==> src/hw/isi_pkg.sv <==
package isi_pkg;
    localparam int VEC_W = 8;
    localparam logic [7:0] VEC_DIVIDE = 8'h00;
    localparam logic [7:0] VEC_NMI = 8'h02;
    localparam logic [7:0] VEC_INV_OPCODE = 8'h06;
    localparam logic [7:0] VEC_DEV_NA = 8'h07;
    localparam logic [7:0] VEC_DOUBLE = 8'h08;
    localparam logic [7:0] VEC_INV_TASK = 8'h0A;
    localparam logic [7:0] VEC_SEG_NP = 8'h0B;
    localparam logic [7:0] VEC_STACK = 8'h0C;
    localparam logic [7:0] VEC_GEN_PROT = 8'h0D;
    localparam logic [7:0] VEC_PAGE = 8'h0E;
    localparam logic [7:0] VEC_RSVD15 = 8'h0F;
    localparam logic [7:0] VEC_FLOAT = 8'h10;
    localparam logic [7:0] VEC_ALIGN = 8'h11;
    localparam logic [7:0] VEC_MCHECK = 8'h12;
    localparam logic [7:0] VEC_RSVD_LO = 8'h14;
    localparam logic [7:0] VEC_RSVD_HI = 8'h1F;
    localparam logic [7:0] VEC_USER_LO = 8'h20;
    localparam logic [7:0] VEC_LOCAL_LO = 8'h10;
    // exception source index
    localparam int EXC_N = 12;
    localparam int EX_DIVIDE = 0;
    localparam int EX_INV_OPCODE = 1;
    localparam int EX_DEV_NA = 2;
    localparam int EX_DOUBLE = 3;
    localparam int EX_INV_TASK = 4;
    localparam int EX_SEG_NP = 5;
    localparam int EX_STACK = 6;
    localparam int EX_GEN_PROT = 7;
    localparam int EX_PAGE = 8;
    localparam int EX_FLOAT = 9;
    localparam int EX_ALIGN = 10;
    localparam int EX_MCHECK = 11;
    // event class codes
    localparam logic [1:0] CLS_FAULT = 2'h0;
    localparam logic [1:0] CLS_TRAP = 2'h1;
    localparam logic [1:0] CLS_ABORT = 2'h2;
    localparam logic [1:0] CLS_MASKABLE_REQUEST_PIN = 2'h3;
    // apb register map
    localparam logic [11:0] A_CTRL = 12'h000;
    localparam logic [11:0] A_LVT0 = 12'h004;
    localparam logic [11:0] A_LVT1 = 12'h008;
    localparam logic [11:0] A_STATUS = 12'h00C;
    localparam logic [11:0] A_LAST = 12'h010;
    localparam int CTRL_UNIT_EN = 0;
    localparam int CTRL_IF = 1;
    localparam int CTRL_MC_ERR = 2;
    localparam int ST_ILLEGAL = 0;
    localparam int ST_NMI_BUSY = 1;
    localparam logic [31:0] LVT_RESET = 32'h0000_0000;
    localparam logic [31:0] CTRL_RESET = 32'h0000_0000;
endpackage

==> src/hw/isi_intake.sv <==
`timescale 1ns/10ps
// What this block does
// - enabled unit maps local pins via table
// - unit disabled: pin0 maskable, pin1 nonmaskable
// - maskable pin takes vector from system bus
// - nonmaskable request always services vector 2
// - never raise vectors 15, 20-31 architecturally
// - vectors 32-255 classed user interrupts
// - double fault vector 8, abort, zero code
// - vectors 10-14 faults with error code
// - alignment check vector 17, fault, zero code
// - divide error vector 0, fault, no code
// - invalid opcode vector 6, fault, no code
// - device not available vector 7, no code
// - float math fault vector 16, no code
// - machine check vector 18, abort, optional code
// - maskable pin any vector, unit 16-255
// - unit vectors 0-15 flag illegal vector; code checks forwarded messages only, not table entries
// - cleared enable flag blocks all maskable interrupts
// - software interrupt any vector, calls handler
// - software vector 2 skips nonmaskable hardware
// - software interrupts ignore enable flag
// - reset, stop, management pins bypass this block
// - take events only at instruction boundary, except the returning bus vector, which is taken whenever it arrives
module isi_intake (
    input wire logic pclk,
    input wire logic presetn,
    input wire logic clk_en,
    input wire logic psel,
    input wire logic penable,
    input wire logic pwrite,
    input wire logic [11:0] paddr,
    input wire logic [31:0] pwdata,
    output logic [31:0] prdata,
    output logic pready,
    output logic pslverr,
    input wire logic [1:0] local_request_pins,
    input wire logic [7:0] sysbus_vector,
    input wire logic sysbus_vector_valid,
    output logic vector_fetch,
    input wire logic unit_msg_valid,
    input wire logic [7:0] unit_msg_vector,
    input wire logic [isi_pkg::EXC_N-1:0] exc_req,
    input wire logic soft_int_req,
    input wire logic [7:0] soft_int_vector,
    input wire logic insn_boundary,
    input wire logic nmi_handler_done,
    output logic event_valid,
    output logic [7:0] event_vector,
    output logic [1:0] event_class,
    output logic event_has_code,
    output logic event_code_zero,
    output logic event_software,
    output logic nmi_hw_active
);
    // local pins are asynchronous: two flops before use
    logic [1:0] pin_s1_r;
    logic [1:0] pin_s2_r;
    logic [1:0] pin_d_r;
    logic [31:0] ctrl_r;
    logic [7:0] lvt_r [2];
    logic illegal_r;
    logic nmi_pend_r;
    logic nmi_busy_r;
    logic maskable_request_pin_wait_r;
    logic [7:0] unit_vec_r;
    logic unit_pend_r;
    logic [7:0] last_vec_r;
    logic unit_en;
    logic if_flag;
    logic [1:0] pin_rise;
    logic mask_pin;
    logic nmi_pin_rise;
    logic wr_en;
    logic rd_en;
    logic map_hit;
    logic unit_legal;
    logic take_nmi;
    logic take_unit;
    logic take_maskable_request_pin;
    logic take_exc;
    logic take_soft;
    logic [7:0] exc_vec;
    logic [1:0] exc_cls;
    logic exc_code;
    logic exc_zero;
    int exc_idx;
    logic [1:0] pin_pend_r;
    logic [1:0] pin_pick;
    logic [7:0] unit_vec;
    logic unit_any;
    logic answer_now;
    logic bnd_ok;
    logic [1:0] maskable_request_pin_hold_r;

    assign unit_en = ctrl_r[isi_pkg::CTRL_UNIT_EN];
    assign if_flag = ctrl_r[isi_pkg::CTRL_IF];
    assign pin_rise = pin_s2_r & ~pin_d_r;

    always_ff @(posedge pclk or negedge presetn) begin
        if (!presetn) begin
            pin_s1_r <= 2'h0;
            pin_s2_r <= 2'h0;
            pin_d_r <= 2'h0;
        end else if (clk_en) begin
            pin_s1_r <= local_request_pins;
            pin_s2_r <= pin_s1_r;
            pin_d_r <= pin_s2_r;
        end
    end

    // apb slave: zero wait states, unmapped address errors
    assign pready = 1'b1;
    assign map_hit = (paddr == isi_pkg::A_CTRL) ||
        (paddr == isi_pkg::A_LVT0) || (paddr == isi_pkg::A_LVT1) ||
        (paddr == isi_pkg::A_STATUS) || (paddr == isi_pkg::A_LAST);
    assign pslverr = psel && penable && !map_hit;
    assign wr_en = psel && penable && pwrite && clk_en;
    // read data is captured in setup so it stands at the access edge
    assign rd_en = psel && !penable && !pwrite && clk_en;

    always_ff @(posedge pclk or negedge presetn) begin
        if (!presetn) begin
            ctrl_r <= isi_pkg::CTRL_RESET;
            lvt_r[0] <= isi_pkg::LVT_RESET[7:0];
            lvt_r[1] <= isi_pkg::LVT_RESET[7:0];
        end else if (wr_en) begin
            unique case (paddr)
                isi_pkg::A_CTRL: ctrl_r <= {29'h0, pwdata[2:0]};
                isi_pkg::A_LVT0: lvt_r[0] <= pwdata[7:0];
                isi_pkg::A_LVT1: lvt_r[1] <= pwdata[7:0];
                default: ;
            endcase
        end
    end

    always_ff @(posedge pclk or negedge presetn) begin
        if (!presetn) begin
            prdata <= 32'h0;
        end else if (rd_en) begin
            unique case (paddr)
                isi_pkg::A_CTRL: prdata <= ctrl_r;
                isi_pkg::A_LVT0: prdata <= {24'h0, lvt_r[0]};
                isi_pkg::A_LVT1: prdata <= {24'h0, lvt_r[1]};
                isi_pkg::A_STATUS: prdata <= {30'h0, nmi_busy_r, illegal_r};
                isi_pkg::A_LAST: prdata <= {24'h0, last_vec_r};
                default: prdata <= 32'h0;
            endcase
        end
    end

    // pin personality depends on unit enable
    assign mask_pin = !unit_en && pin_s2_r[0];
    assign nmi_pin_rise = !unit_en && pin_rise[1];

    // unit messages: forwarded vectors plus mapped local pins
    assign unit_legal = unit_msg_vector >= isi_pkg::VEC_LOCAL_LO;

    // a returning bus vector owns its cycle, so nothing else is taken then
    assign answer_now = maskable_request_pin_wait_r && sysbus_vector_valid;
    assign bnd_ok = insn_boundary && !answer_now;
    assign unit_any = unit_pend_r || (pin_pend_r != 2'h0);

    // take decisions, one event per boundary
    assign take_nmi = bnd_ok && nmi_pend_r && !nmi_busy_r;
    assign take_soft = bnd_ok && !take_nmi && soft_int_req;
    assign take_exc = bnd_ok && !take_nmi && !take_soft &&
        (exc_req != '0);
    // maskable ones gated by the enable flag, after nonmaskable
    assign take_unit = bnd_ok && if_flag && !take_nmi &&
        !take_soft && !take_exc && unit_any;
    assign take_maskable_request_pin = bnd_ok && if_flag && !take_nmi &&
        !take_soft && !take_exc && !unit_any && (maskable_request_pin_hold_r == 2'h0) &&
        mask_pin && !maskable_request_pin_wait_r;

    // vector fetch handshake from the external controller
    assign vector_fetch = maskable_request_pin_wait_r;

    // the pin level lags its synchroniser: no retake of a stale level
    always_ff @(posedge pclk or negedge presetn) begin
        if (!presetn) begin
            maskable_request_pin_hold_r <= 2'h0;
        end else if (clk_en) begin
            maskable_request_pin_hold_r <= {maskable_request_pin_hold_r[0], answer_now};
        end
    end

    always_ff @(posedge pclk or negedge presetn) begin
        if (!presetn) begin
            maskable_request_pin_wait_r <= 1'b0;
        end else if (clk_en) begin
            if (take_maskable_request_pin) begin
                maskable_request_pin_wait_r <= 1'b1;
            end else if (sysbus_vector_valid) begin
                maskable_request_pin_wait_r <= 1'b0;
            end
        end
    end

    always_ff @(posedge pclk or negedge presetn) begin
        if (!presetn) begin
            nmi_pend_r <= 1'b0;
            nmi_busy_r <= 1'b0;
        end else if (clk_en) begin
            // set wins over clear when both arrive
            if (nmi_pin_rise) begin
                nmi_pend_r <= 1'b1;
            end else if (take_nmi) begin
                nmi_pend_r <= 1'b0;
            end
            if (take_nmi) begin
                nmi_busy_r <= 1'b1;
            end else if (nmi_handler_done) begin
                nmi_busy_r <= 1'b0;
            end
        end
    end

    // one pending forwarded vector; newer arrivals overwrite it
    always_ff @(posedge pclk or negedge presetn) begin
        if (!presetn) begin
            unit_pend_r <= 1'b0;
            unit_vec_r <= 8'h00;
            illegal_r <= 1'b0;
        end else if (clk_en) begin
            if (unit_en && unit_msg_valid && unit_legal) begin
                unit_pend_r <= 1'b1;
                unit_vec_r <= unit_msg_vector;
            end else if (take_unit && pin_pick == 2'h0) begin
                unit_pend_r <= 1'b0;
            end
            if (unit_en && unit_msg_valid && !unit_legal) begin
                illegal_r <= 1'b1;
            end else if (wr_en && paddr == isi_pkg::A_STATUS &&
                    pwdata[isi_pkg::ST_ILLEGAL]) begin
                illegal_r <= 1'b0;
            end
        end
    end

    // each local pin has its own slot, so no rise is lost beside another
    for (genvar p = 0; p < $bits(pin_pend_r); p++) begin : g_pin_slot
        always_ff @(posedge pclk or negedge presetn) begin
            if (!presetn) begin
                pin_pend_r[p] <= 1'b0;
            end else if (clk_en) begin
                if (unit_en && pin_rise[p]) begin
                    pin_pend_r[p] <= 1'b1;
                end else if (take_unit && pin_pick[p]) begin
                    pin_pend_r[p] <= 1'b0;
                end
            end
        end
    end

    // pin 1 ahead of pin 0, both ahead of forwarded messages
    assign pin_pick[1] = pin_pend_r[1];
    assign pin_pick[0] = pin_pend_r[0] && !pin_pend_r[1];
    assign unit_vec = pin_pick[1] ? lvt_r[1] :
        (pin_pick[0] ? lvt_r[0] : unit_vec_r);

    // exception table, lowest index first
    always_comb begin
        exc_idx = 0;
        for (int i = isi_pkg::EXC_N - 1; i >= 0; i--) begin
            if (exc_req[i]) begin
                exc_idx = i;
            end
        end
        exc_vec = isi_pkg::VEC_DIVIDE;
        exc_cls = isi_pkg::CLS_FAULT;
        exc_code = 1'b0;
        exc_zero = 1'b0;
        // reserved vectors 15 and 20-31 have no entry here
        unique case (exc_idx)
            isi_pkg::EX_DIVIDE: exc_vec = isi_pkg::VEC_DIVIDE;
            isi_pkg::EX_INV_OPCODE: begin
                exc_vec = isi_pkg::VEC_INV_OPCODE;
            end
            isi_pkg::EX_DEV_NA: exc_vec = isi_pkg::VEC_DEV_NA;
            isi_pkg::EX_DOUBLE: begin
                exc_vec = isi_pkg::VEC_DOUBLE;
                exc_cls = isi_pkg::CLS_ABORT;
                exc_code = 1'b1;
                exc_zero = 1'b1;
            end
            isi_pkg::EX_INV_TASK: begin
                exc_vec = isi_pkg::VEC_INV_TASK;
                exc_code = 1'b1;
            end
            isi_pkg::EX_SEG_NP: begin
                exc_vec = isi_pkg::VEC_SEG_NP;
                exc_code = 1'b1;
            end
            isi_pkg::EX_STACK: begin
                exc_vec = isi_pkg::VEC_STACK;
                exc_code = 1'b1;
            end
            isi_pkg::EX_GEN_PROT: begin
                exc_vec = isi_pkg::VEC_GEN_PROT;
                exc_code = 1'b1;
            end
            isi_pkg::EX_PAGE: begin
                exc_vec = isi_pkg::VEC_PAGE;
                exc_code = 1'b1;
            end
            isi_pkg::EX_FLOAT: exc_vec = isi_pkg::VEC_FLOAT;
            isi_pkg::EX_ALIGN: begin
                exc_vec = isi_pkg::VEC_ALIGN;
                exc_code = 1'b1;
                exc_zero = 1'b1;
            end
            isi_pkg::EX_MCHECK: begin
                exc_vec = isi_pkg::VEC_MCHECK;
                exc_cls = isi_pkg::CLS_ABORT;
                exc_code = ctrl_r[isi_pkg::CTRL_MC_ERR];
            end
            default: ;
        endcase
    end

    // registered event output; the external vector lands a cycle late
    always_ff @(posedge pclk or negedge presetn) begin
        if (!presetn) begin
            event_valid <= 1'b0;
            event_vector <= 8'h00;
            event_class <= isi_pkg::CLS_FAULT;
            event_has_code <= 1'b0;
            event_code_zero <= 1'b0;
            event_software <= 1'b0;
            last_vec_r <= 8'h00;
        end else if (clk_en) begin
            event_valid <= 1'b0;
            event_has_code <= 1'b0;
            event_code_zero <= 1'b0;
            event_software <= 1'b0;
            event_class <= isi_pkg::CLS_MASKABLE_REQUEST_PIN;
            if (take_nmi) begin
                event_valid <= 1'b1;
                event_vector <= isi_pkg::VEC_NMI;
                last_vec_r <= isi_pkg::VEC_NMI;
            end else if (take_soft) begin
                // no error code even for coded vectors
                event_valid <= 1'b1;
                event_vector <= soft_int_vector;
                event_software <= 1'b1;
                last_vec_r <= soft_int_vector;
            end else if (take_exc) begin
                event_valid <= 1'b1;
                event_vector <= exc_vec;
                event_class <= exc_cls;
                event_has_code <= exc_code;
                event_code_zero <= exc_zero;
                last_vec_r <= exc_vec;
            end else if (take_unit) begin
                event_valid <= 1'b1;
                event_vector <= unit_vec;
                last_vec_r <= unit_vec;
            end else if (maskable_request_pin_wait_r && sysbus_vector_valid) begin
                event_valid <= 1'b1;
                event_vector <= sysbus_vector;
                last_vec_r <= sysbus_vector;
            end
        end
    end

    // only the event outputs: reset and management pins never enter
    assign nmi_hw_active = nmi_busy_r;
endmodule // isi_intake

==> config.mk <==
export PLATFORM = sky130hd
export DESIGN_NAME = isi_intake
export DESIGN_NICKNAME = d
export VERILOG_FILES = /design/src/hw/isi_pkg.sv /design/src/hw/isi_intake.sv
export SDC_FILE = /design/constraint.sdc
export NUM_CORES = 1
export LEC_CHECK = 0
export BUFFER_PORTS_ARGS = -buffer_cell sky130_fd_sc_hd__buf_2
export CAP_MARGIN = 5
export CORE_AREA = 2 2 99 101
export CTS_BUF_LIST = sky130_fd_sc_hd__clkbuf_8
export DETAILED_ROUTE_END_ITERATION = 16
export DIE_AREA = 0 0 101 103
export GPL_ROUTABILITY_DRIVEN = 0
export PLACE_DENSITY = 0.79
export SLEW_MARGIN = 20
export SYNTH_ARGS = -nofsm -noshare
export SYNTH_HDL_FRONTEND = slang
export SYNTH_SLANG_ARGS = --single-unit
==> constraint.sdc <==
create_clock -name pclk -period 2.75 [get_ports pclk]
set_input_delay 0.1375 -clock pclk [delete_from_list [all_inputs] [get_ports pclk]]
set_output_delay 0.1375 -clock pclk [all_outputs]
set_load 0.02 [all_outputs]
==> results of run 1 <==
## report_power, final
| group | switching, µW | internal (µW) | total [µW] |
|---|---|---|---|
| combinational | 364 | 218 | 582 |
| sequential | 87.1 | 1040 | 1120 |
| clock | 326 | 356 | 683 |
| total | 777 | 1610 | 2390 |
## worst min path at each step
stage	startpoint	to	slack [ns]	depth (start not counted)
floorplan	presetn	ctrl_r[0]	-0.16	0
global placement	presetn	pin_s1_r[1]	0.08	1
detailed placement	presetn	pin_s1_r[0]	0.09	1
CTS	unit_msg_vector[5]	unit_vec_r[5]	0.03	2
global route	local_request_pins[0]	pin_s1_r[0]	0.03	2
finish	unit_msg_vector[3]	unit_vec_r[3]	0.04	2
## cells by family after synthesis
logic type,count (synthesis),share of synthesized area [%]
buf+inv,54,8.79
flops,64,43.8
simple gates,129,17.4
mux,42,12.6
other cells,2,0.205
compound gates,94,17.0
xor+xnor,1,0.240
## cell usage in the layout, fill, tap and decap left out, types with 2 or more instances in the layout
cell type / count
sky130_fd_sc_hd__a21oi_1: 25
sky130_fd_sc_hd__a221oi_1: 6
sky130_fd_sc_hd__a222oi_1: 5
sky130_fd_sc_hd__a22o_1: 8
sky130_fd_sc_hd__a32oi_1: 2
sky130_fd_sc_hd__and2_1: 3
sky130_fd_sc_hd__and2b_1: 2
sky130_fd_sc_hd__and3_1: 2
sky130_fd_sc_hd__buf_2: 93
sky130_fd_sc_hd__buf_4: 7
sky130_fd_sc_hd__clkbuf_8: 11
sky130_fd_sc_hd__conb_1: 25
sky130_fd_sc_hd__dfrtp_1: 64
sky130_fd_sc_hd__inv_1: 14
sky130_fd_sc_hd__mux2_1: 5
sky130_fd_sc_hd__mux2_2: 26
sky130_fd_sc_hd__mux2i_1: 11
sky130_fd_sc_hd__nand2_1: 42
sky130_fd_sc_hd__nand2b_1: 5
sky130_fd_sc_hd__nand3_1: 8
sky130_fd_sc_hd__nor2_1: 38
sky130_fd_sc_hd__nor2b_1: 2
sky130_fd_sc_hd__nor3_1: 8
sky130_fd_sc_hd__nor4_1: 2
sky130_fd_sc_hd__nor4_2: 3
sky130_fd_sc_hd__o211ai_1: 2
sky130_fd_sc_hd__o21a_1: 2
sky130_fd_sc_hd__o21ai_0: 15
sky130_fd_sc_hd__o21ai_1: 14
sky130_fd_sc_hd__o22ai_1: 4
sky130_fd_sc_hd__o31ai_2: 2
sky130_fd_sc_hd__or3_1: 5
## sequential cells by signal (all words and copies together) (netlist names), 2 cells and up
register / count
pin_s1_r: 2
pin_pend_r: 2
last_vec_r: 8
maskable_request_pin_hold_r: 2
event_class: 2
prdata: 8
lvt_r: 16
pin_s2_r: 2
pin_d_r: 2
ctrl_r: 3
unit_vec_r: 8
## per-layer routing
| layer | track usage [%] | up-vias | part of all wire, % |
|---|---|---|---|
| met5 | 0 | - | 0 |
| met4 | 5.82 | 0 | 1.1 |
| met3 | 4.34 | 9 | 7.7 |
| met2 | 29.5 | 144 | 48 |
| met1 | 25.4 | 1510 | 43 |
| li1 | - | 1522 | - |
## worst max-delay path: stages (launching register included)
cell and delay [ns]:
sky130_fd_sc_hd__dfrtp_1 0.43, sky130_fd_sc_hd__a21bo_4 0.26, sky130_fd_sc_hd__or3_4 0.37, sky130_fd_sc_hd__or4_4 0.61
sky130_fd_sc_hd__nand2b_2 0.13, sky130_fd_sc_hd__o21a_1 0.23, sky130_fd_sc_hd__o211ai_1 0.12, sky130_fd_sc_hd__a2bb2oi_1 0.15
## final cells by class
type / count / area (µm²) / area share [%]
Sequential cell: 64 / 1600 / 37.2
Timing Repair Buffer: 101 / 528 / 12.3
Clock inverter: 2 / 8.76 / 0.204
Inverter: 13 / 48.8 / 1.13
Multi-Input combinational cell: 291 / 1820 / 42.3
Clock buffer: 11 / 151 / 3.52
Tap cell: 114 / 143 / 3.32
## stage by stage
stage | hold slack, ns | worst slack (ns) | cells | util [%]
floorplan | -0.158 | 0.406 | 409 | -
global placement | 0.0787 | 0.348 | 582 | 43.7
detailed placement | 0.0872 | 0.304 | 582 | 43.7
CTS | 0.0272 | 0.296 | 596 | 45.5
global route | 0.0310 | 0.215 | 596 | 45.5
finish | 0.0380 | 0.297 | 596 | 45.5
## what timing repair did
item,4_1_cts,5_1_grt
endpoints found under the setup margin,0,0
hold endpoints to repair,16,0
hold buffers,1,0
setup buffers,0,0
==> Implementation_results.wiki, run 1 <==
{| class="wikitable"
! Metric !! Value
|-
| Run status || finished, final reports clean
|-
| Required arrival time at the worst endpoint || 2.95 ns
|-
| Fill cells || 915
|-
| Type of element launching the critical path || register
|-
| Netlist area before placement || 3660 µm²
|-
| Hold Crit Class || in -> reg
|-
| Count of yosys warnings during synthesis || 0
|-
| Number of rows created at floorplan || 36
|-
| Root Driver || sky130_fd_sc_hd__clkbuf_8
|-
| HPWL after detailed placement || 7.38 mm
|-
| Area of the core || 9460 µm²
|-
| Overall overflow remaining after global route || 0
|-
| Ranking of synthesized cells by area || sky130_fd_sc_hd__dfrtp_1 (44%), sky130_fd_sc_hd__mux2_2 (8.0%), sky130_fd_sc_hd__buf_4 (5.1%)
|-
| Startpoint of the lowest-slack register-to-register path || vector_fetch
|-
| Critical Path Source || vector_fetch
|-
| Global-route total usage across every layer || 18.6%
|-
| Final setup viols || 0
|-
| Register-to-register setup slack || 0.30 ns
|-
| Number of optimization iterations in the first detailed-route pass || 5
|-
| TritonCTS clock tree || built
|-
| Remaining design rule violation count || 0
|-
| Final layout net count || 573
|-
| I/O Buffers || 93
|-
| Synthesized instance count || 386
|-
| Wire length of the first global-routing pass || 14.8 mm
|-
| Max rail drop VDD || 0.223 mV
|-
| Post-cts sizing count || 0
|-
| Final period demand of the worst path || 2.45 ns
|-
| Die span in y || 103 µm
|-
| Max Transition Viols Final || 0
|-
| Maximum clock skew at final layout || 0.00815 ns
|-
| Most used standard cells in the synthesized netlist || sky130_fd_sc_hd__dfrtp_1 (64), sky130_fd_sc_hd__nand2_1 (42), sky130_fd_sc_hd__nor2_1 (38)
|-
| Vias in the first global route || 2,935
|-
| CP Max Fanout || 17
|-
| Max-slew headroom at the worst pin || 48.6%
|-
| Leakage power of the design || 0.00210 µW
|-
| Pwr/cell area || 555 nW/µm²
|-
| Clock slew seen by the registers of the worst setup and hold paths || 0.07 ns
|-
| DRC violation total after the first TritonRoute iteration || 260
|-
| Unrepaired setup endpoints after global routing || no
|-
| Transition at the pin with the smallest max-transition slack || 0.763 ns
|-
| Number of buffers created by CTS || 9
|-
| Per-instance average area after synthesis || 9.47 µm²
|-
| Overall die width || 101 µm
|-
| Number of levels in the clock H-tree || 3
|-
| Die Area || 10,400 µm²
|-
| Inserted Diodes || 0
|-
| Number of buffers on the longest clock path || 2
|-
| Layout area overhead || 17.6%
|-
| Async set-reset flop share out of synthesis || 100%
|-
| Number of antenna-violating nets in the routed design || 0
|-
| Total routed wirelength || 9.39 mm
|-
| Count of distinct cell types in the synthesized netlist || 53
|-
| Capture point of the critical path || last_vec_r[1]
|-
| Wire per inst || 15.8 µm
|-
| Via Count || 3,185
|-
| Crit path kind || reg -> reg
|-
| Upper clock frequency limit || 0.408 GHz
|-
| Most instantiated library cell after synthesis || sky130_fd_sc_hd__dfrtp_1
|-
| Worst reg2reg path endpoint || last_vec_r[1]
|-
| Cell area after layout || 4300 µm²
|-
| Total Negative Setup Slacks || 0 ns
|-
| Clock sink count || 64
|-
| Share of the synthesized area in the top cell type || 43.8%
|-
| Share of layout cells above drive strength 1 || 31.3%
|-
| Count of flip-flops with a built-in enable after synthesis || 0
|-
| Total power after layout || 2390 µW
|-
| CP endpoint kind || register
|-
| Worst Reg2Reg Path Length in Cells || 7
|-
| I/O pin cnt || 143
|-
| Skew-Pair Late Insertion Delay || 0.33 ns
|-
| Area after DPL || 4130 µm²
|-
| Starting density of the core || 38.7%
|-
| Post-route clock period utilization || 89.2%
|-
| Max-capacitance violation count || 0
|-
| DR vias/cell || 5.34
|-
| Final-report hold violation count || 0
|-
| Number of antenna violations at the first check in global routing || 0
|-
| Post-synthesis sequential area ratio || 43.8%
|-
| Register bit total from synthesis || 64
|-
| Largest area contributor in the netlist || sky130_fd_sc_hd__dfrtp_1
|-
| Arr. time, crit path || 2.66 ns
|-
| Prevailing post-synth register cell || sky130_fd_sc_hd__dfrtp_1
|-
| Maximum number of pins on one net before global-route repair || 33
|}
No activity file was read; power rests on OpenSTA's default activity.
==> run 2: changes to the inputs <==
==> constraint.sdc (replaced) <==
create_clock -name pclk -period 2.75 [get_ports pclk]
set_input_delay 0.55 -clock pclk [delete_from_list [all_inputs] [get_ports pclk]]
set_output_delay 0.55 -clock pclk [all_outputs]
set_load 0.02 [all_outputs]
==> Implementation_results.wiki, run 2 (synthesis gave the netlist of run 1 again) <==
{| class="wikitable"
! Metric !! Value
|-
| CP Max Fanout || 5 (-12)
|-
| Die span in y || 103 µm (unchanged)
|-
| Post-CTS Setup Bufs || 0 (unchanged)
|-
| Unrepaired setup endpoints after global routing || no
|-
| Number of levels in the clock H-tree || 3 (unchanged)
|-
| Pwr/cell area || 554 nW/µm² (-0.16%)
|-
| Number of buffers on the longest clock path || 2 (unchanged)
|-
| Type of element launching the critical path || input port
|-
| Inserted Diodes || 0 (unchanged)
|-
| Max reg flops || 16 (unchanged)
|-
| HPWL after detailed placement || 7.46 mm (+1.1%)
|-
| Overall overflow remaining after global route || 0 (unchanged)
|-
| Post-route clock period utilization || 93.0% (+3.8 points)
|-
| Family with the most delay on the worst path || simple AND/OR/NAND/NOR gates
|-
| Number of antenna violations at the first check in global routing || 0 (unchanged)
|-
| Highest cell delay on the worst timing path || 0.44 ns (-0.17 ns)
|-
| Wire length of the first global-routing pass || 14.8 mm (-0.60%)
|-
| Storage cell area || 1600 µm² (unchanged)
|-
| Starting density of the core || 38.7% (unchanged)
|-
| Total Negative Setup Slacks || 0 ns (unchanged)
|-
| Number of rows created at floorplan || 36 (unchanged)
|-
| Crit path kind || in -> out
|-
| Most frequent cells in the layout || sky130_fd_sc_hd__buf_2 (93), sky130_fd_sc_hd__dfrtp_1 (64), sky130_fd_sc_hd__nand2_1 (42)
|-
| Leakage power of the design || 0.00212 µW (+1.2%)
|-
| Footprint of the multi-input gates || 1820 µm² (unchanged)
|-
| I/O pin cnt || 143 (unchanged)
|-
| Area after DPL || 4170 µm² (+1.0%)
|-
| Leading cell type in the layout, fill and taps excluded || sky130_fd_sc_hd__buf_2
|-
| Total routed wirelength || 9.42 mm (+0.24%)
|-
| Number of antenna-violating nets in the routed design || 0 (unchanged)
|-
| Number of buffers created by CTS || 9 (unchanged)
|-
| Die Area || 10,400 µm² (unchanged)
|-
| Maximum number of pins on one net before global-route repair || 60 (+82%)
|-
| Arr. time, crit path || 2.01 ns (-0.65 ns)
|-
| I/O Buffers || 93 (unchanged)
|-
| Area of the core || 9460 µm² (unchanged)
|-
| Via Count || 3,217 (+1.0%)
|-
| List of cells traversed by the critical path || buf_2 > nor4_1 > nand3_1 > or3_1 > nor2_1 > nor3_1 > buf_2
|-
| Remaining design rule violation count || 0 (unchanged)
|-
| Run status || finished, final reports clean
|-
| Final setup viols || 0 (unchanged)
|-
| Global-route total usage across every layer || 18.6% (-0.021 points)
|-
| DRC violation total after the first TritonRoute iteration || 215 (-17%)
|-
| Final layout net count || 576 (+0.52%)
|-
| Slowest library cell on the worst path || sky130_fd_sc_hd__or3_1
|-
| Number of optimization iterations in the first detailed-route pass || 5 (unchanged)
|-
| Transition at the pin with the smallest max-transition slack || 0.743 ns (-0.0200 ns)
|-
| Skew-Pair Late Insertion Delay || 0.34 ns (about the same)
|-
| Max Transition Viols Final || 0 (unchanged)
|-
| Overall die width || 101 µm (unchanged)
|-
| Vias in the first global route || 3,113 (+6.1%)
|-
| CP most frequent cell || sky130_fd_sc_hd__buf_2
|-
| Max rail drop VDD || 0.265 mV (+19%)
|-
| Hold Crit Class || in -> async
|-
| Share of layout cells above drive strength 1 || 32.2% (+0.91 points)
|-
| Required arrival time at the worst endpoint || 2.20 ns (-0.75 ns)
|-
| Cell area after layout || 4350 µm² (+1.0%)
|-
| Max-slew headroom at the worst pin || 50.0% (+1.3 points)
|-
| Worst Reg2Reg Path Length in Cells || 6 (-1)
|-
| Fill cells || 898 (-1.9%)
|-
| Root Driver || sky130_fd_sc_hd__clkbuf_8
|-
| Clock slew seen by the registers of the worst setup and hold paths || 0.06 ns (about the same)
|-
| DR vias/cell || 5.35 (+0.16%)
|-
| CP endpoint kind || primary output
|-
| Hold_buf cts || 0 (-1)
|-
| Register with the highest flop count || lvt_r
|-
| Post-cts sizing count || 0 (unchanged)
|-
| Clock sink count || 64 (unchanged)
|-
| Final-report hold violation count || 0 (unchanged)
|-
| Maximum clock skew at final layout || 0.0104 ns (+0.00229 ns)
|-
| Final core utilization || 46.0% (+0.48 points)
|-
| Total power after layout || 2410 µW (+0.89%)
|-
| Worst hold-check slack || 0.0311 ns (-0.00697 ns)
|-
| Wire per inst || 15.7 µm (-0.59%)
|-
| Final period demand of the worst path || 2.56 ns (+0.105 ns)
|-
| Layout area overhead || 18.9%
|-
| Max-capacitance violation count || 0 (unchanged)
|-
| Upper clock frequency limit || 0.391 GHz (-4.1%)
|-
| TritonCTS clock tree || built
|-
| Worst path buffer plus inverter count || 2 (+2)
|-
| Logic depth of the worst path, buffers included || 7 (unchanged)
|}
## run 2: cell count changes in the layout (fill, tap and decap cells not counted), sizes merged
cell,change
buf,+4
clkinvlp,+1
dlygate4sd3,-1
clkinv,+1
## run 2: report_power, final
part           total, µW  switching, µW  leakage [µW]  internal [µW]
clock network        705            340     0.0000924            364
logic                583            361       0.00118            221
registers           1120           85.3      0.000851           1040
total               2410            787       0.00212           1620
## run 2: layout make-up
class	instances	share of cell area, %
Multi-Input combinational cell	291	41.9
Sequential cell	64	36.8
Timing Repair Buffer	104	12.9
Clock buffer	11	3.48
Tap cell	114	3.28
Inverter	13	1.12
Clock inverter	4	0.489
## run 2: worst paths after layout
kind                                          from       endpoint  slack [ns]
worst max-delay path                      paddr[8]        pslverr        0.19
worst min-delay path                       presetn    pin_s2_r[1]        0.03
worst max register to register        vector_fetch  last_vec_r[6]        0.37
worst min register to register           prdata[5]      prdata[5]        0.49
max in group asynchronous                  presetn      lvt_r[10]        2.18
min in group pclk               unit_msg_vector[3]  unit_vec_r[3]        0.44
## run 2: per-stage QoR
stage | worst slack (ns) | cells
after floorplan | 0.347 | 409
after global placement | 0.188 | 586
after detailed placement | 0.133 | 586
after CTS | 0.178 | 601
after global routing | 0.0312 | 601
final | 0.191 | 601
## run 2: routing by layer
metal	track usage [%]	routed length [µm]	vias to the layer above
met5	0	0	-
met4	8.00	213	0
met3	5.08	728	19
met2	30.1	4400	146
met1	23.6	4070	1526
li1	-	-	1526
## run 2: worst reg2reg max path, delay by kind of cell (launching register included)
kind / cells / cell delay [ns]
flops: 1 / 0.44
compound gates: 3 / 0.70
simple gates: 3 / 1.12
